### src/rtl/tip_cfg.svh
`ifndef TIP_CFG_SVH
`define TIP_CFG_SVH

// Register offsets (5-bit address, 8-bit data)
`define TIP_ADDR_W 5
`define TIP_OFS_RELOAD 5'h00
`define TIP_OFS_TCTRL 5'h01
`define TIP_OFS_TCLK 5'h02
`define TIP_OFS_TONE 5'h05
`define TIP_OFS_IR 5'h06
`define TIP_OFS_P2CTL 5'h0a
`define TIP_OFS_P2DUTY 5'h0c
`define TIP_OFS_THIGH 5'h10
`define TIP_OFS_P3CTL 5'h11
`define TIP_OFS_P3DUTY 5'h13
`define TIP_OFS_P3DHI 5'h14
`define TIP_OFS_STATUS 5'h15

// Field positions
`define TIP_TONE_EN_BIT 7
`define TIP_IR_EN_BIT 0
`define TIP_IR_RATE_BIT 1
`define TIP_IR_POL_BIT 2
`define TIP_PWM_PIN_BIT 7
`define TIP_PWM_AL_BIT 6
`define TIP_FAST_CLK_BIT 3
`define TIP_TC_EN_BIT 0
`define TIP_TC_RL_BIT 1
`define TIP_TC_OS_BIT 2
`define TIP_CLK_CS_BIT 5
`define TIP_CLK_CE_BIT 4
`define TIP_CLK_PSOFF_BIT 3
`define TIP_THIGH_P2D_LSB 2
`define TIP_THIGH_RLD_LSB 4

// Reset values
`define TIP_RST_TONE 8'h0f
`define TIP_RST_ZERO 8'h00
`define TIP_RST_IR 3'h0
`define TIP_RST_P3DHI 2'h0
`define TIP_RST_TCTRL 3'h0
`define TIP_RST_TCLK 6'h3f
`define TIP_RST_PRESC 8'hff
`define TIP_RST_COUNT 10'h000
`define TIP_WRAP_VALUE 10'h3ff

// Timing
`define TIP_MCLK_HZ 10000000
`define TIP_FAST_OSC_HZ 4000000
`define TIP_FOSC_GRAIN 100000
`define TIP_FOSC_STEP 7'((`TIP_FAST_OSC_HZ) / (`TIP_FOSC_GRAIN))
`define TIP_FOSC_MOD 7'((`TIP_MCLK_HZ) / (`TIP_FOSC_GRAIN))
`define TIP_IR_DIV_57K 64
`define TIP_IR_DIV_38K 96
`define TIP_IR_HALF_57K 7'((`TIP_IR_DIV_57K) / 2 - 1)
`define TIP_IR_HALF_38K 7'((`TIP_IR_DIV_38K) / 2 - 1)

`endif

### src/rtl/tip_pkg.sv
package tip_pkg;

  typedef enum logic [1:0] {
    TIP_SRC_INSTR,
    TIP_SRC_EXT,
    TIP_SRC_FAST
  } tip_clk_src_e;

  typedef struct packed {
    logic enable;
    logic reload_mode;
    logic one_shot;
    logic presc_off;
    logic [2:0] presc_sel;
    logic [9:0] reload;
  } tip_tmr_cfg_s;

  typedef struct packed {
    logic [9:0] count;
    logic [7:0] presc;
    logic running;
  } tip_tmr_state_s;

  typedef struct packed {
    logic enable;
    logic rate_57k;
    logic polarity;
  } tip_ir_cfg_s;

endpackage

### src/rtl/tip_carrier.sv
`timescale 1ns/10ps
`include "tip_cfg.svh"

module tip_carrier (
  // Clock and reset
  input wire logic mclk_in,
  input wire logic rst_n_in,
  // Fast oscillator tick and settings
  input wire logic fosc_tick_in,
  input wire tip_pkg::tip_ir_cfg_s cfg_in,
  input wire logic pin_data_in,
  // Gated carrier
  output logic carrier_out
);
  import tip_pkg::*;

  logic [6:0] cnt;
  logic [6:0] next_cnt;
  logic wave;
  logic next_wave;
  logic next_carrier;
  logic [6:0] half;

  always_comb begin
    half = cfg_in.rate_57k ? `TIP_IR_HALF_57K : `TIP_IR_HALF_38K;
    next_cnt = cnt;
    next_wave = wave;
    if (!cfg_in.enable) begin
      next_cnt = 7'h00;
      next_wave = 1'b0;
    end else if (fosc_tick_in) begin
      if (cnt >= half) begin
        next_cnt = 7'h00;
        next_wave = ~wave;
      end else begin
        next_cnt = cnt + 7'h01;
      end
    end
    // Polarity picks which pin level lets the carrier through
    next_carrier = cfg_in.enable & wave & (pin_data_in ^ cfg_in.polarity);
  end

  always_ff @(posedge mclk_in) begin
    if (!rst_n_in) begin
      cnt <= 7'h00;
      wave <= 1'b0;
      carrier_out <= 1'b0;
    end else begin
      cnt <= next_cnt;
      wave <= next_wave;
      carrier_out <= next_carrier;
    end
  end

endmodule // tip_carrier

### src/rtl/tip_timer.sv
`timescale 1ns/10ps
`include "tip_cfg.svh"

module tip_timer (
  // Clock and reset
  input wire logic mclk_in,
  input wire logic rst_n_in,
  // Source tick, settings, load strobe
  input wire logic tick_in,
  input wire tip_pkg::tip_tmr_cfg_s cfg_in,
  input wire logic load_in,
  // Counter state
  output tip_pkg::tip_tmr_state_s state_out
);
  import tip_pkg::*;

  logic [7:0] presc;
  logic [7:0] next_presc;
  logic [9:0] count;
  logic [9:0] next_count;
  logic running;
  logic next_running;
  logic [7:0] mask;
  logic step;

  always_comb begin
    mask = 8'((9'h002 << cfg_in.presc_sel) - 9'h001);
    step = 1'b0;
    next_presc = presc;
    next_count = count;
    next_running = running;
    if (load_in) begin
      next_count = cfg_in.reload;
      next_running = 1'b1;
    end else if (cfg_in.enable && tick_in) begin
      if (cfg_in.presc_off) begin
        step = 1'b1;
      end else begin
        next_presc = presc + 8'h01;
        step = ((presc & mask) == mask);
      end
      if (step && running) begin
        if (count == 10'h000) begin
          if (cfg_in.one_shot) begin
            next_running = 1'b0;
          end else if (cfg_in.reload_mode) begin
            next_count = cfg_in.reload;
          end else begin
            next_count = `TIP_WRAP_VALUE;
          end
        end else begin
          next_count = count - 10'h001;
        end
      end
    end
  end

  always_ff @(posedge mclk_in) begin
    if (!rst_n_in) begin
      presc <= `TIP_RST_PRESC;
      count <= `TIP_RST_COUNT;
      running <= 1'b1;
    end else begin
      presc <= next_presc;
      count <= next_count;
      running <= next_running;
    end
  end

  assign state_out = '{count: count, presc: presc, running: running};

endmodule // tip_timer

### src/rtl/tip_top.sv
// Decided for this implementation: the plain strobed port.
`timescale 1ns/10ps
`include "tip_cfg.svh"

// Operation
// - Select 0-7 taps prescaler divide 2..256
// - Select 8-15 follows timer bit 0..7
// - Tone driven only while tone enabled
// - Carrier produced only while carrier enabled
// - Rate bit picks 57K or 38K
// - Polarity bit picks pin level gating carrier
// - Carrier clocked only from fast oscillator
// - Carrier divides 4MHz by 64 or 96
// - Fast-clock bit clocks timer and PWMs
// - Second PWM active-low bit inverts output
// - Second PWM pin enable routes to B0
// - Second PWM duty from high bits and register
// - Third PWM active-low bit inverts output
// - Third PWM pin enable routes to B3
// - Source bit picks instruction or external clock
// - Timer reload sets both PWM periods
module tip_top (
  // Clock and reset
  input wire logic mclk_in,
  input wire logic rst_n_in,
  // Register port
  input wire logic [`TIP_ADDR_W-1:0] reg_addr_in,
  input wire logic [7:0] reg_wdata_in,
  input wire logic reg_wr_in,
  input wire logic reg_rd_in,
  output logic [7:0] reg_rdata_out,
  // Timer clock sources
  input wire logic instr_clk_en_in,
  input wire logic ext_clk_in,
  // Port data gating the carrier
  input wire logic ir_pin_data_in,
  // Tone on port pin B2
  output logic port_pin_b2_out,
  output logic port_pin_b2_sel_out,
  // Infrared carrier
  output logic carrier_out,
  // Second PWM on port pin B0
  output logic port_pin_b0_out,
  output logic port_pin_b0_sel_out,
  // Third PWM on port pin B3
  output logic port_pin_b3_out,
  output logic port_pin_b3_sel_out
);
  import tip_pkg::*;

  localparam int NUM_PWM = 2;

  // Software-visible registers
  logic [7:0] tone_control;
  logic [7:0] next_tone_control;
  logic [2:0] infrared_carrier_control;
  logic [2:0] next_infrared_carrier_control;
  logic [7:0] second_pwm_control;
  logic [7:0] next_second_pwm_control;
  logic [7:0] second_pwm_duty_low;
  logic [7:0] next_second_pwm_duty_low;
  logic [7:0] third_pwm_control;
  logic [7:0] next_third_pwm_control;
  logic [7:0] third_pwm_duty_low;
  logic [7:0] next_third_pwm_duty_low;
  logic [1:0] third_pwm_duty_high;
  logic [1:0] next_third_pwm_duty_high;
  logic [7:0] timer_high_bits;
  logic [7:0] next_timer_high_bits;
  logic [7:0] timer_reload_low;
  logic [7:0] next_timer_reload_low;
  logic [2:0] timer_control;
  logic [2:0] next_timer_control;
  logic [5:0] timer_clock_control;
  logic [5:0] next_timer_clock_control;
  logic reload_load;

  always_comb begin
    next_tone_control = tone_control;
    next_infrared_carrier_control = infrared_carrier_control;
    next_second_pwm_control = second_pwm_control;
    next_second_pwm_duty_low = second_pwm_duty_low;
    next_third_pwm_control = third_pwm_control;
    next_third_pwm_duty_low = third_pwm_duty_low;
    next_third_pwm_duty_high = third_pwm_duty_high;
    next_timer_high_bits = timer_high_bits;
    next_timer_reload_low = timer_reload_low;
    next_timer_control = timer_control;
    next_timer_clock_control = timer_clock_control;
    reload_load = 1'b0;
    if (reg_wr_in) begin
      if (reg_addr_in == `TIP_OFS_RELOAD) begin
        next_timer_reload_low = reg_wdata_in;
        reload_load = 1'b1;
      end else if (reg_addr_in == `TIP_OFS_TCTRL) begin
        next_timer_control = reg_wdata_in[2:0];
      end else if (reg_addr_in == `TIP_OFS_TCLK) begin
        next_timer_clock_control = reg_wdata_in[5:0];
      end else if (reg_addr_in == `TIP_OFS_TONE) begin
        next_tone_control = reg_wdata_in;
      end else if (reg_addr_in == `TIP_OFS_IR) begin
        next_infrared_carrier_control = reg_wdata_in[2:0];
      end else if (reg_addr_in == `TIP_OFS_P2CTL) begin
        next_second_pwm_control = reg_wdata_in;
      end else if (reg_addr_in == `TIP_OFS_P2DUTY) begin
        next_second_pwm_duty_low = reg_wdata_in;
      end else if (reg_addr_in == `TIP_OFS_THIGH) begin
        next_timer_high_bits = reg_wdata_in;
      end else if (reg_addr_in == `TIP_OFS_P3CTL) begin
        next_third_pwm_control = reg_wdata_in;
      end else if (reg_addr_in == `TIP_OFS_P3DUTY) begin
        next_third_pwm_duty_low = reg_wdata_in;
      end else if (reg_addr_in == `TIP_OFS_P3DHI) begin
        next_third_pwm_duty_high = reg_wdata_in[1:0];
      end
    end
  end

  always_ff @(posedge mclk_in) begin
    if (!rst_n_in) begin
      tone_control <= `TIP_RST_TONE;
      infrared_carrier_control <= `TIP_RST_IR;
      second_pwm_control <= `TIP_RST_ZERO;
      second_pwm_duty_low <= `TIP_RST_ZERO;
      third_pwm_control <= `TIP_RST_ZERO;
      third_pwm_duty_low <= `TIP_RST_ZERO;
      third_pwm_duty_high <= `TIP_RST_P3DHI;
      timer_high_bits <= `TIP_RST_ZERO;
      timer_reload_low <= `TIP_RST_ZERO;
      timer_control <= `TIP_RST_TCTRL;
      timer_clock_control <= `TIP_RST_TCLK;
    end else begin
      tone_control <= next_tone_control;
      infrared_carrier_control <= next_infrared_carrier_control;
      second_pwm_control <= next_second_pwm_control;
      second_pwm_duty_low <= next_second_pwm_duty_low;
      third_pwm_control <= next_third_pwm_control;
      third_pwm_duty_low <= next_third_pwm_duty_low;
      third_pwm_duty_high <= next_third_pwm_duty_high;
      timer_high_bits <= next_timer_high_bits;
      timer_reload_low <= next_timer_reload_low;
      timer_control <= next_timer_control;
      timer_clock_control <= next_timer_clock_control;
    end
  end

  // Fast oscillator as a 4 MHz average enable; jitter is one mclk period
  logic [6:0] fosc_acc;
  logic [6:0] next_fosc_acc;
  logic fosc_tick;
  logic next_fosc_tick;
  logic [7:0] fosc_sum;

  always_comb begin
    fosc_sum = {1'b0, fosc_acc} + {1'b0, `TIP_FOSC_STEP};
    next_fosc_tick = 1'b0;
    next_fosc_acc = fosc_sum[6:0];
    if (fosc_sum >= {1'b0, `TIP_FOSC_MOD}) begin
      next_fosc_acc = 7'(fosc_sum - {1'b0, `TIP_FOSC_MOD});
      next_fosc_tick = 1'b1;
    end
  end

  always_ff @(posedge mclk_in) begin
    if (!rst_n_in) begin
      fosc_acc <= 7'h00;
      fosc_tick <= 1'b0;
    end else begin
      fosc_acc <= next_fosc_acc;
      fosc_tick <= next_fosc_tick;
    end
  end

  // External clock pin: three stages, level accepted when stages two and three agree
  logic ext_s1;
  logic ext_s2;
  logic ext_s3;
  logic ext_level;
  logic next_ext_level;
  logic ext_edge;

  always_comb begin
    next_ext_level = (ext_s2 == ext_s3) ? ext_s3 : ext_level;
    ext_edge = 1'b0;
    if (next_ext_level != ext_level) begin
      ext_edge = timer_clock_control[`TIP_CLK_CE_BIT] ? ext_level : next_ext_level;
    end
  end

  always_ff @(posedge mclk_in) begin
    if (!rst_n_in) begin
      ext_s1 <= 1'b0;
      ext_s2 <= 1'b0;
      ext_s3 <= 1'b0;
      ext_level <= 1'b0;
    end else begin
      ext_s1 <= ext_clk_in;
      ext_s2 <= ext_s1;
      ext_s3 <= ext_s2;
      ext_level <= next_ext_level;
    end
  end

  // Timer clock source
  tip_clk_src_e src;
  logic src_tick;

  always_comb begin
    if (second_pwm_control[`TIP_FAST_CLK_BIT]) begin
      src = TIP_SRC_FAST;
    end else if (timer_clock_control[`TIP_CLK_CS_BIT]) begin
      src = TIP_SRC_EXT;
    end else begin
      src = TIP_SRC_INSTR;
    end
    case (src)
      TIP_SRC_FAST: src_tick = fosc_tick;
      TIP_SRC_EXT: src_tick = ext_edge;
      default: src_tick = instr_clk_en_in;
    endcase
  end

  tip_tmr_cfg_s tmr_cfg;
  tip_tmr_state_s tmr;

  assign tmr_cfg = '{
    enable: timer_control[`TIP_TC_EN_BIT],
    reload_mode: timer_control[`TIP_TC_RL_BIT],
    one_shot: timer_control[`TIP_TC_OS_BIT],
    presc_off: timer_clock_control[`TIP_CLK_PSOFF_BIT],
    presc_sel: timer_clock_control[2:0],
    reload: {timer_high_bits[`TIP_THIGH_RLD_LSB+:2], timer_reload_low}
  };

  tip_timer u_timer (
    .mclk_in(mclk_in),
    .rst_n_in(rst_n_in),
    .tick_in(src_tick),
    .cfg_in(tmr_cfg),
    .load_in(reload_load),
    .state_out(tmr)
  );

  tip_ir_cfg_s ir_cfg;

  assign ir_cfg = '{
    enable: infrared_carrier_control[`TIP_IR_EN_BIT],
    rate_57k: infrared_carrier_control[`TIP_IR_RATE_BIT],
    polarity: infrared_carrier_control[`TIP_IR_POL_BIT]
  };

  tip_carrier u_carrier (
    .mclk_in(mclk_in),
    .rst_n_in(rst_n_in),
    .fosc_tick_in(fosc_tick),
    .cfg_in(ir_cfg),
    .pin_data_in(ir_pin_data_in),
    .carrier_out(carrier_out)
  );

  // Tone: a counter bit is already a square wave at the chosen rate
  logic tone_src;
  logic next_tone;

  always_comb begin
    if (tone_control[3]) begin
      tone_src = tmr.count[tone_control[2:0]];
    end else begin
      tone_src = tmr.presc[tone_control[2:0]];
    end
    next_tone = tone_control[`TIP_TONE_EN_BIT] & tone_src;
  end

  always_ff @(posedge mclk_in) begin
    if (!rst_n_in) begin
      port_pin_b2_out <= 1'b0;
    end else begin
      port_pin_b2_out <= next_tone;
    end
  end

  assign port_pin_b2_sel_out = tone_control[`TIP_TONE_EN_BIT];

  // PWM channels: index 0 is the second PWM, index 1 the third
  logic [9:0] duty [NUM_PWM];
  logic [NUM_PWM-1:0] active_low;
  logic [NUM_PWM-1:0] pwm_wave;
  logic [NUM_PWM-1:0] next_pwm_wave;

  assign duty[0] = {timer_high_bits[`TIP_THIGH_P2D_LSB+:2], second_pwm_duty_low};
  assign duty[1] = {third_pwm_duty_high, third_pwm_duty_low};
  assign active_low[0] = second_pwm_control[`TIP_PWM_AL_BIT];
  assign active_low[1] = third_pwm_control[`TIP_PWM_AL_BIT];

  generate
    for (genvar i = 0; i < NUM_PWM; i++) begin : g_pwm
      always_comb begin
        // Period restarts with each timer reload, since it follows the count
        next_pwm_wave[i] = (tmr.count < duty[i]) ^ active_low[i];
      end

      always_ff @(posedge mclk_in) begin
        if (!rst_n_in) begin
          pwm_wave[i] <= 1'b0;
        end else begin
          pwm_wave[i] <= next_pwm_wave[i];
        end
      end
    end
  endgenerate

  assign port_pin_b0_out = pwm_wave[0];
  assign port_pin_b0_sel_out = second_pwm_control[`TIP_PWM_PIN_BIT];
  assign port_pin_b3_out = pwm_wave[1];
  assign port_pin_b3_sel_out = third_pwm_control[`TIP_PWM_PIN_BIT];

  // Read port: data valid only in the cycle after the strobe
  logic [7:0] next_rdata;

  always_comb begin
    next_rdata = 8'h00;
    if (reg_rd_in) begin
      if (reg_addr_in == `TIP_OFS_RELOAD) begin
        next_rdata = tmr.count[7:0];
      end else if (reg_addr_in == `TIP_OFS_TCTRL) begin
        next_rdata = {5'h00, timer_control};
      end else if (reg_addr_in == `TIP_OFS_TCLK) begin
        next_rdata = {2'h0, timer_clock_control};
      end else if (reg_addr_in == `TIP_OFS_STATUS) begin
        next_rdata = {port_pin_b2_out, carrier_out, pwm_wave, tmr.running,
                      1'b0, tmr.count[9:8]};
      end
    end
  end

  always_ff @(posedge mclk_in) begin
    if (!rst_n_in) begin
      reg_rdata_out <= 8'h00;
    end else begin
      reg_rdata_out <= next_rdata;
    end
  end

endmodule // tip_top

### config.mk
export PLATFORM = sky130hd
export DESIGN_NAME = tip_top
export DESIGN_NICKNAME = d
export VERILOG_FILES = /design/src/rtl/tip_pkg.sv /design/src/rtl/tip_carrier.sv /design/src/rtl/tip_timer.sv /design/src/rtl/tip_top.sv
export VERILOG_INCLUDE_DIRS = /design/src /design/src/rtl
export SDC_FILE = /design/constraint.sdc
export NUM_CORES = 1
export LEC_CHECK = 0
export BUFFER_PORTS_ARGS = -buffer_cell sky130_fd_sc_hd__buf_2
export CAP_MARGIN = 40
export CORE_MARGIN = 5
export CORE_UTILIZATION = 65
export DETAILED_ROUTE_END_ITERATION = 12
export GPL_ROUTABILITY_DRIVEN = 1
export PLACE_DENSITY = 0.84
export SETUP_SLACK_MARGIN = 0.3
export SLEW_MARGIN = 20
export SYNTH_ARGS = -nofsm -noshare
export SYNTH_HDL_FRONTEND = slang
export SYNTH_SLANG_ARGS = --single-unit
### constraint.sdc
create_clock -name mclk_in -period 4.7 [get_ports mclk_in]
set_clock_uncertainty 0.05 [all_clocks]
set_input_delay 0.235 -clock mclk_in [delete_from_list [all_inputs] [get_ports mclk_in]]
set_output_delay 0.235 -clock mclk_in [all_outputs]
set_load 0.005 [all_outputs]
; Word level (Yosys, flattened, before mapping)
; Cells that the tools add are included.
[classes]
n_addsub = 6
magnitude_cmp = 6
eq_ne = 17
shift = 1
mux = 30
n_bitwise = 21
reduce_logical = 24
[ops]
columns = op, n
row1 = 10-bit 2-to-1 mux, 6
row2 = 8-bit 2-to-1 mux, 4
row3 = 5-bit == test (second input constant), 5
row4 = 10-bit < comparator, 2
row5 = 7-bit 2-to-1 mux, 2
row6 = 1-bit inverter, 14
row7 = 1-bit 2-to-1 mux, 13
row8 = 12-bit AND reduction, 1
row9 = 11-bit AND reduction, 1
row10 = 5-bit by 3-bit == test with 1-bit output (second input constant), 2
row11 = 5-bit by 4-bit == test with 1-bit output (second input constant), 2
row12 = 10-bit logical NOT, 1
row13 = 10-bit AND reduction, 1
row14 = 10-bit by 1-bit subtractor with 10-bit output (second input constant), 1
row15 = 3-bit AND reduction, 3
row16 = 9-bit AND reduction, 1
row17 = 7-bit by 6-bit adder with 8-bit output (second input constant), 1
row18 = 8-bit by 1-bit adder with 8-bit output (second input constant), 1
row19 = 8-bit bitwise AND, 1
row20 = 8-bit == test, 1
row21 = 8-bit by 7-bit greater-or-equal comparator with 1-bit output (second input constant), 1
row22 = 2-bit AND reduction, 4
row23 = 4-bit AND reduction, 2
row24 = 8-bit AND reduction, 1
row25 = other kinds (27), 34
[totals]
regBits = 119
elab_cells = 132

; Depth between registers and ports, before layout
; Gate-level depths: netlist of run 1.
[logic_depth]
word_depth = 12
ltp_mapped = 10
depth_no_buf = 8

; By module
; From an unflattened synthesis of run 1, not the netlist that was laid out.
[hier_totals]
hier_cells = 600
area_unflattened_um2 = 5434.0
[by_module_without_submodules]
columns = mod, n_inst, cells_each, area_each_um2, seq_area_each_um2
row1 = tip_top, 1, 395, 3661.0, 1461.4
row2 = tip_timer, 1, 154, 1258.7, 380.4
row3 = tip_carrier, 1, 51, 514.2, 180.2

; Least setup slack after synthesis of run 1
; Ideal clock, no wire load.
[synth_timing]
kind = reg-to-reg
from = register u_timer.count[0]
to = register u_timer.count[2]
setup_time_ns = 0.120
arrival_ns = 2.251
t_required_ns = 4.530
path_slack_ns = 2.279
path_stages_with_launch = 11
period_less_slack_ns = 2.421
path_cell_list = dfxtp_1 clkbuf_1 inv_1 ha_1 or4b_1 nor3_4 nand2_1 and4_1 buf_4 nor4bb_1 o31a_1
[synth_between]
elab_chain_len = 5
word_cells_on_any_way = 8
cone_classes = add/sub: 1 / eq/ne: 1 / mux: 4 / reduce/logical: 2
[synth_lines]
columns = item, line
row1 = "start, declared", tip_timer.sv:19  ; logic [9:0] count;
row2 = "start signal, assigned", tip_timer.sv:61  ; count <= `TIP_RST_COUNT;
row3 = "start signal, assigned", tip_timer.sv:65  ; count <= next_count;
row4 = 10-bit by 1-bit subtractor with 10-bit output / 10-bit logical NOT (equally long branches), "tip_timer.sv:52, tip_timer.sv:43"
row5 = 10-bit 2-to-1 mux, tip_timer.sv:43  ; if (count == 10'h000) begin
row6 = 10-bit 2-to-1 mux, tip_timer.sv:42  ; if (step && running) begin
row7 = 10-bit 2-to-1 mux, tip_timer.sv:35  ; end else if (cfg_in.enable && tick_in) begin
row8 = 10-bit 2-to-1 mux, tip_timer.sv:32  ; if (load_in) begin
; Parallel ways exist; a longest one is shown, timed or not. The select of a mux whose other input is x is not followed.
; A chain may end at the register's enable or synchronous reset.

; Worst setup path after layout of run 1
[layout_timing]
from = register u_timer.count[1]
to = register u_timer.count[2]
; The elaborated chain is that of the path after synthesis.

==> summary.txt, run 1 <==
Cells and area
  • Antenna fix cells: 0
  • Filler Cell Count: 624
  • Most common cell after layout, fill and taps aside: dfxtp_1
  • Synthesis-to-finish area growth: 8.704%
  • Commonest non-fill, non-tap cells in the layout: dfxtp_1 (101), nand2_1 (66), nor2_1 (66), mux2i_1 (41), a21oi_1 (40)
  • Share of layout cells above drive strength 1: 11.24%
  • Final nets: between 600 and 700
  • Post-Route Utilization: between 70% and 80%

Floorplanning
  • Die W: 98.48 um
  • Die height: 98.48 um
  • Number of cell rows: 32
  • Num ports: 35
  • Initial Util: 66.19%
  • Full die area: 0.009698 mm2
  • Core Footprint: 0.007687 mm2

Clocking
  • TritonCTS buffer count: 9
  • Htree depth: 3
  • CTS tree: built
  • Hold-fix buffer count after cts: 0
  • Clock buffer depth: 2
  • Resize count post-CTS: 0
  • Setup Fix Bufs, Post-CTS: 0
  • Clk slew on worst S/H paths: 0.09 ns
  • Clk_lat worst skew: 0.36 ns
  • Clk sinks: 101
  • Root Buffer: clkbuf_8

Power and ir drop
  • Lkg Pwr: 2.245 nW
  • Max rail drop VDD: 0.0002199 V
  • Overall power: between 0.0015 and 0.002 W
  • PD cells: 322.9 mW/mm2

Yosys
  • Adder-Cell Fraction of Synth Area: 6.639%
  • Post-Synth XOR/XNOR Area: under 10%
  • Synth Area in Compound Gates: 13.38%
  • Flops & latches, synth: 101
  • Yosys warns: 0
  • Async set-reset flop share out of synthesis: 0%
  • Post-Synth Simple-Gate Area: around a fifth
  • Avg Synthesized Cell Area: 8.669 um2
  • Synth Flop Type: dfxtp_1
  • EDFF count, synth: 0
  • Post-Syn Nets: 634
  • Largest family of logic cells by synthesized area: simple AND/OR/NAND/NOR gates
  • Syn Inst Count: roughly 590
  • Mapped Area: 0.005089 mm2
  • Netlist cell types: 55
  • Sequential cell area fraction in the yosys report: around two fifths
  • Post-synthesis mux area share: 11.38%

Setup path
  • Worst R2R Start: u_timer.count[1]
  • CP Capture Type: flop
  • CP Data Required Time: slightly below 5 ns
  • WS Path Type: reg -> reg
  • Max FO, Critical Path: 9
  • CP Launch Type: flop
  • CP arrival: 2.90 ns
  • CP startpoint: u_timer.count[1]

Timing
  • Crit share post-route: 57.30%
  • Final setup viols: 0
  • Unrepaired setup endpoints after global routing: false
  • Fmax: approximately 370 MHz
  • Slack of the critical path: 2.007 ns
  • Fin Setup TNS: 0 ns
  • Max-slew headroom: 48.34%
  • Min Hold Slack: 0.02157 ns
  • Crit path time final: 2.693 ns
  • Final Max Tran Viols: 0
  • Final number of hold-violating endpoints: 0
  • Worst Max-Slew Pin Slew: approximately 0.77 ns

Detailed routing
  • DRC Markers: 0
  • Final ANT Viol Nets: 0
  • Vias/cell: 6.195
  • Iter 0 DRT Violations: approximately 330
  • Vias: about 4400
  • Drt pass-1 iters: 5
  • Routed length per placed instance: 18.10 um
  • Total wire length: 12800 um

Placed design
  • Final Wtd Congestion: between 0.9 and 1
  • Dpl ws: ~2.1 ns
  • Number of port buffers: 34
  • DP HPWL: 9035 um

Run
  • Max_cap viols: 0

Outcome
  • Status: finished clean

Global route
  • Global-route wire length before repair: 20990 um
  • Total grt overflow: 0
  • Initial antenna violation count: 1
  • Maximum number of pins on one net before global-route repair: 36
  • Total GRT Usage: 26.89%
  • Number of global-route vias before repair: 4246

Min path
  • Hold path start: ext_clk_in
  • Type of the worst min-delay path: in -> reg
## stage by stage
stage / cell area [um2] / std cells
final: 5532 / 707
after global routing: 5532 / 707
after CTS: 5532 / 707
after detailed placement: 5289 / 691
after global placement: 5261 / 690
after floorplan: 5089 / 587
## metal layers
layer / wire length (um) / part of all wire [%] / GRT usage (%)
met4: 414 / 3.2 / 10.50
met5: 7 / 0.055 / 0
met1: 5261 / 41 / 34.02
met2: 6218 / 49 / 45.45
met3: 898 / 7.0 / 5.096
## sequential cells by signal, summed over array words and instances, names as in the netlist, 2 cells and up
name                      flops
u_timer.presc                 8
third_pwm_duty_low            8
tone_control                  5
timer_control                 3
u_timer.count                10
timer_high_bits               4
third_pwm_duty_high           2
second_pwm_control            3
infrared_carrier_control      3
reg_rdata_out                 8
u_carrier.cnt                 7
third_pwm_control             2
timer_reload_low              8
fosc_acc                      5
second_pwm_duty_low           8
timer_clock_control           6
## final timing paths
kind	cells after the start	slack [ns]	end
hold / removal	2	0.02	ext_s1
setup reg to reg	8	2.01	u_timer.count[2]
hold reg to reg	1	0.40	ext_s2
setup / recovery	8	2.01	u_timer.count[2]
## critical path: stages, from the launching register on
cell	delay [ns]
dfxtp_1	0.43
inv_1	0.16
ha_1	0.29
or4b_1	0.53
nor3_4	0.20
nand2_1	0.11
and4_1	0.31
nor4bb_1	0.20
o31a_1	0.31
## power by group
part / switching, W / internal, W
combinational: 0.000123 / 0.000104
sequential: 0.0000406 / 0.000882
clock: 0.000291 / 0.000346
## synth_stat cells, types with 9 or more instances
library cell | number | area (um2)
ha_1 | 27 | 337.8
o21ai_0 | 13 | 65.06
mux2i_1 | 41 | 410.4
nor2_1 | 66 | 247.7
nand3_1 | 23 | 115.1
and3_1 | 10 | 62.56
dfxtp_1 | 101 | 2022
inv_1 | 33 | 123.9
a21oi_1 | 40 | 200.2
nor3_1 | 9 | 45.04
nand2_1 | 66 | 247.7
clkbuf_1 | 29 | 108.9
nand4_1 | 11 | 68.82
xor2_1 | 10 | 87.58
## logic make-up after synthesis
logic type | after synthesis
mux | 51
fa+ha+maj | 27
simple gates | 219
compound gates | 103
xor+xnor | 18
flops | 101
buf+inv | 68
## cell type report
class	instances	area (um2)	area share [%]
Clock buffer	12	165.2	2.986
Clock inverter	4	77.57	1.402
Inverter	33	123.9	2.239
Multi-Input combinational cell	418	2803	50.67
Sequential cell	101	2022	36.55
Tap cell	102	127.6	2.307
Timing Repair Buffer	37	212.7	3.845
(Power assumes the default switching activity.)
==> run 2, diff against run 1 <==
CORE_UTILIZATION = 60   (was 65)
PLACE_DENSITY = 0.78   (was 0.84)
clock period = 2.53 ns   (was 4.7 ns; I/O delays follow)
==> run 2 against run 1 <==
  * Sequential power up 87%
  * Via count up 1.8%
  * Non-clock buffer count up 25
  * Largest power group unchanged
==> summary.txt, run 2 (synthesized netlist as in run 1, its figures left out) <==
Detailed routing
  • Drt pass-1 iters: 5
  • Final ANT Viol Nets: 0
  • Total wire length: 12930 um
  • Iter 0 DRT Violations: roughly 330
  • DRC Markers: 0
  • Vias/cell: ~6
  • Vias: 4457
  • Routed length per placed instance: 17.61 um

Timing
  • Final setup viols: 0
  • Fmax: 454.1 MHz
  • Slack of the critical path: 0.3280 ns
  • Unrepaired setup endpoints after global routing: true
  • Final Max Tran Viols: 0
  • Fin Setup TNS: 0 ns
  • Crit share post-route: 87.04%
  • Worst Max-Slew Pin Slew: 0.7966 ns
  • Crit path time final: 2.202 ns
  • Max-slew headroom: 46.89%
  • Final number of hold-violating endpoints: 0

Setup path
  • CP Data Required Time: roughly 2.7 ns
  • Worst R2R Start: u_timer.count[1]
  • CP Launch Type: flop
  • R2R Setup Slk: 0.33 ns
  • CP startpoint: u_timer.count[1]
  • Critical Path Max Stage Delay: 0.48 ns
  • Max FO, Critical Path: 7
  • Stages on the worst setup path: 8
  • End of the critical path: u_timer.count[4]
  • Buf/Inv on CP: 1
  • Crit-path cells: inv_2 > ha_4 > or4b_4 > nor3_4 > nand2_2 > a41o_2 > a21oi_1 > a211oi_1
  • Reg-to-Reg End: u_timer.count[4]
  • CP arrival: 2.37 ns
  • CP Capture Type: flop
  • Critical path's top delay family: simple AND/OR/NAND/NOR gates
  • WS Path Type: reg -> reg
  • R2R cell count: 8
  • CP max-delay cell: or4b_4

Clocking
  • TritonCTS buffer count: 9
  • CTS tree: built
  • Clk_lat worst skew: about 0.36 ns
  • Root Buffer: clkbuf_8
  • Clock buffer depth: 2
  • Clk slew on worst S/H paths: 0.09 ns
  • Clk sinks: 101
  • Htree depth: 3

Cells and area
  • Post-Route Utilization: 69.68%
  • Top reg by flops: u_timer.count
  • Multi-input combinational cell area: 0.002868 mm2
  • Final instance count without filler cells: 734
  • Commonest non-fill, non-tap cells in the layout: dfxtp_1 (99), nand2_1 (65), nor2_1 (64), mux2i_1 (41), a21oi_1 (39)
  • Filler Cell Count: 640
  • FF+latch area: 0.002024 mm2
  • Antenna fix cells: 0
  • Max FFs per register: 10
  • Most common cell after layout, fill and taps aside: dfxtp_1
  • Final Instance Area: 0.005754 mm2
  • Final nets: 672
  • Synthesis-to-finish area growth: 13.08%
  • Share of layout cells above drive strength 1: 16.38%

Placed design
  • Dpl ws: around 0.19 ns
  • Number of port buffers: 34
  • DP HPWL: 9276 um
  • Placed insts: 707
  • Placed instance area: about 0.0054 mm2
  • Final Wtd Congestion: 0.9156

Floorplanning
  • Core Footprint: 0.008258 mm2
  • Die height: 102.1 um
  • Num ports: 35
  • Die W: 102.1 um
  • Number of cell rows: 33
  • Full die area: 0.01042 mm2
  • Initial Util: 61.62%

Global route
  • Initial antenna violation count: 0
  • Total grt overflow: 0
  • Maximum number of pins on one net before global-route repair: 29
  • Global-route wire length before repair: 20980 um
  • Number of global-route vias before repair: 4279
  • Total GRT Usage: 25.70%

Power and ir drop
  • Seq pwr share: between 50% and 60%
  • Internal power: 0.002428 W
  • Psw: 0.0008485 W
  • Sw Share: 25.90%
  • Max rail drop VDD: 0.0003732 V
  • Combinational share of power: 13.7%
  • PD cells: approximately 570 mW/mm2
  • Clock power share: 33.9%
  • Lkg Pwr: 2.358 nW

Outcome
  • Status: finished clean

Min path
  • Type of the worst min-delay path: in -> reg

Run
  • Max_cap viols: 0
==> run 2: worst min path at each step <==
stage                     from                     end  slack [ns]  cells after the start
2_1_floorplan  reg_wdata_in[4]  timer_clock_control[4]        0.20                      2
3_3_place_gp        ext_clk_in                  ext_s1        0.29                      2
3_5_place_dp        ext_clk_in                  ext_s1        0.30                      2
4_1_cts        reg_wdata_in[4]     timer_reload_low[4]        0.02                      3
5_1_grt        reg_wdata_in[5]     timer_reload_low[5]        0.02                      3
6_report       reg_wdata_in[7]     timer_reload_low[7]        0.03                      3
==> run 2: power groups by stage <==
stage,Sequential [W],Combinational (W),Clock [W]
2_1_floorplan,0.00172,0.000337,0
3_3_place_gp,0.00174,0.000408,0
3_5_place_dp,0.00175,0.000424,0
4_1_cts,0.00171,0.000431,0.00113
5_1_grt,0.00173,0.000494,0.00120
6_report,0.00172,0.000449,0.00111
==> run 2: cell type report <==
type	count	share of cell area, %
Sequential cell	101	35.18
Clock inverter	4	1.261
Multi-Input combinational cell	418	49.84
Inverter	33	2.196
Tap cell	105	2.283
Clock buffer	11	2.457
Timing Repair Buffer	62	6.784
==> run 2: worst register-to-register path, stage by stage, from the launching register on <==
cell and delay, ns:
dfxtp_1 0.34, inv_2 0.09, ha_4 0.14, or4b_4 0.48
nor3_4 0.30, nand2_2 0.10, a41o_2 0.34, a21oi_1 0.15
a211oi_1 0.06
==> run 2: metal layers <==
metal  GRT usage, %  routed length [um]  up-vias
met1          32.84                5331     2099
li1               -                   -     2125
met2          41.23                6081      199
met4          11.00                 430        0
met3          6.621                1085       34
met5              0                   0        -
==> run 2: per-stage QoR <==
step           hold slack [ns]  power, W
6_report               0.03143  0.003276
4_1_cts                0.01765  0.003275
2_1_floorplan           0.2005  0.002054
5_1_grt                0.02102  0.003419
3_3_place_gp            0.2885  0.002152
3_5_place_dp            0.2960  0.002174
==> run 2: what timing repair did <==
action	CTS	global route
endpoints found under the setup margin	7	18
gates resized for setup	4	12
hold buffers	4	0
pin swaps	1	5
buffers inserted	0	8
hold endpoints to repair	5	0
==> run 3, diff against run 2 <==
--- a/config.mk
+++ b/config.mk
@@ -8,5 +8,4 @@
 export LEC_CHECK = 0
 export BUFFER_PORTS_ARGS = -buffer_cell sky130_fd_sc_hd__buf_2
-export CAP_MARGIN = 40
 export CORE_MARGIN = 5
 export CORE_UTILIZATION = 60
==> constraint.sdc (replaced) <==
create_clock -name mclk_in -period 2.53 [get_ports mclk_in]
set_clock_uncertainty 0.05 [all_clocks]
set_input_delay 0.506 -clock mclk_in [delete_from_list [all_inputs] [get_ports mclk_in]]
set_output_delay 0.506 -clock mclk_in [all_outputs]
set_load 0.005 [all_outputs]
==> run 3 against run 2 <==
  * Sequential share of layout area is 0.29 points higher
  * Core utilization decreased by 0.61 points
  * Sequential power barely moved
  * Clock power down 15%
  * Critical path type unchanged
  * Largest cell class unchanged
  * Via count shrank 0.43%
  * Register-to-register slack got worse by 0.04 ns
  * Routed wire length fell by 2.4%
  * Setup slack got worse by 0.039 ns
  * Global-route usage shrank 1.0 points
  * Die area unchanged
==> summary.txt, run 3 (synthesized netlist as in run 1, its figures left out) <==
Timing
  • Max-slew headroom: between 40% and 50%
  • Final number of hold-violating endpoints: 0
  • Crit path time final: 2.241 ns
  • Final Max Tran Viols: 0
  • Unrepaired setup endpoints after global routing: true
  • Fin Setup TNS: 0 ns
  • Fmax: 446.2 MHz
  • Crit share post-route: 88.58%
  • Final setup viols: 0
  • Worst Max-Slew Pin Slew: around 0.8 ns
  • Slack of the critical path: 0.2890 ns

Cells and area
  • Post-Route Utilization: 69.08%
  • Top reg by flops: u_timer.count
  • Commonest non-fill, non-tap cells in the layout: dfxtp_1 (100), nand2_1 (66), nor2_1 (66), mux2i_1 (41), a21oi_1 (38)
  • Share of layout cells above drive strength 1: roughly 16%
  • Synthesis-to-finish area growth: 12.10%
  • Most common cell after layout, fill and taps aside: dfxtp_1
  • Max FFs per register: 10
  • Final nets: about 670
  • Final instance count without filler cells: 736

Setup path
  • CP startpoint: ext_s2
  • Max FO, Critical Path: 8
  • CP Launch Type: flop
  • WS Path Type: reg -> reg
  • Crit-path cells: nand4bb_1 > a311o_1 > a21oi_1 > and4_2 > nor4bb_1 > o31a_1
  • Critical Path Max Stage Delay: 0.44 ns
  • Worst R2R Start: ext_s2
  • R2R cell count: 6
  • CP max-delay cell: a311o_1
  • CP Data Required Time: 2.79 ns
  • CP arrival: 2.50 ns
  • CP Capture Type: flop
  • Reg-to-Reg End: u_timer.count[2]
  • R2R Setup Slk: roughly 0.29 ns
  • End of the critical path: u_timer.count[2]

Run
  • Max_cap viols: 0

Clocking
  • Htree depth: 3
  • Clock buffer depth: 2
  • Root Buffer: clkbuf_8
  • Clk slew on worst S/H paths: 0.10 ns
  • CTS tree: built
  • Hold-fix buffer count after cts: 0
  • Clk sinks: around 100
  • TritonCTS buffer count: 9
  • Clk_lat worst skew: about 0.36 ns

Placed design
  • Number of port buffers: 34
  • Final Wtd Congestion: 0.9613
  • DP HPWL: about 9200 um
  • Dpl ws: 0.2111 ns
  • Placed insts: 714

Floorplanning
  • Num ports: 35
  • Die height: about 100 um
  • Full die area: 0.01042 mm2
  • Core Footprint: 0.008258 mm2
  • Die W: 102.1 um
  • Number of cell rows: 33
  • Initial Util: between 60 and 70%

Power and ir drop
  • Psw: 0.0008689 W
  • Lkg Pwr: approximately 2.3 nW
  • Clock power share: 30.2%
  • Sw Share: 27.82%
  • Internal power: 0.002255 W
  • Max rail drop VDD: between 0.0004 and 0.0005 V
  • Seq pwr share: 54.7%
  • PD cells: 547.6 mW/mm2
  • Combinational share of power: 15.1%

Detailed routing
  • Vias/cell: 6.030
  • Iter 0 DRT Violations: ~280
  • Final ANT Viol Nets: 0
  • Routed length per placed instance: 17.15 um
  • Drt pass-1 iters: 5
  • Total wire length: 12620 um
  • DRC Markers: 0
  • Vias: about 4400

Global route
  • Total grt overflow: 0
  • Total GRT Usage: 24.69%
  • Maximum number of pins on one net before global-route repair: 35
  • Number of global-route vias before repair: 4171
  • Initial antenna violation count: 1
  • Global-route wire length before repair: approximately 20000 um

Min path
  • Min-Delay Path Depth: 2
  • Type of the worst min-delay path: in -> reg

Outcome
  • Status: finished clean
run 3: cell count changes in the layout (fill, tap and decap cells not counted), sizes merged:
cell,change
buf,+4
dlygate4sd3,-4
bufinv,-2
clkinv,+2
clkbuf,+1
diode,+1
run 3: how the worst min path moves through the flow:
stage / to / startpoint / slack [ns]
after detailed placement: ext_s2 / ext_s1 / 0.39
after global routing: ext_s1 / ext_clk_in / 0.28
after floorplan: ext_s2 / ext_s1 / 0.36
after global placement: ext_s2 / ext_s1 / 0.39
final: ext_s1 / ext_clk_in / 0.30
after CTS: ext_s1 / ext_clk_in / 0.30
run 3: metal layers:
| metal | routed length, um | part of all wire (%) | track usage (%) |
|---|---|---|---|
| met1 | 5356 | 42 | 32.72 |
| met2 | 5822 | 46 | 39.88 |
| met3 | 1217 | 9.6 | 6.416 |
| met4 | 223 | 1.8 | 7.164 |
| met5 | 0 | 0 | 0 |
run 3: stage by stage:
stage | total power [W] | cell area (um2) | hold WS [ns]
after CTS | 0.003113 | 5659 | 0.2958
after global routing | 0.003277 | 5702 | 0.2820
after floorplan | 0.002054 | 5121 | 0.3619
after global placement | 0.002155 | 5454 | 0.3874
after detailed placement | 0.002173 | 5454 | 0.3861
final | 0.003124 | 5704 | 0.2983
run 3: power by group through the flow:
stage / sequential [W] / combinational (W) / clock (W)
6_report: 0.00171 / 0.000471 / 0.000943
3_5_place_dp: 0.00174 / 0.000431 / 0
5_1_grt: 0.00172 / 0.000517 / 0.00104
2_1_floorplan: 0.00172 / 0.000337 / 0
3_3_place_gp: 0.00174 / 0.000414 / 0
4_1_cts: 0.00171 / 0.000448 / 0.000958
run 3: final cells by class:
cell class	count	area (um2)
fillers	679	2554
clock inverters	4	33.78
inverters	33	126.4
multi-input cells	418	2849
clock buffers	12	145.1
flip-flops and latches	101	2023
repair buffers	62	392.9
diodes	1	2.502
well taps	105	131.4
run 3: what timing repair did:
action	in CTS	in global routing
resized for setup	3	6
setup buffers	2	3
pin swaps	1	2
endpoints found under the setup margin	4	19
run 3: critical path: cells and delay by family (launching register included):
| family | cells | cell delay, ns |
|---|---|---|
| and+or+nand+nor | 3 | 0.95 |
| AOI/OAI and AO/OA | 3 | 0.84 |
| DFF | 1 | 0.35 |
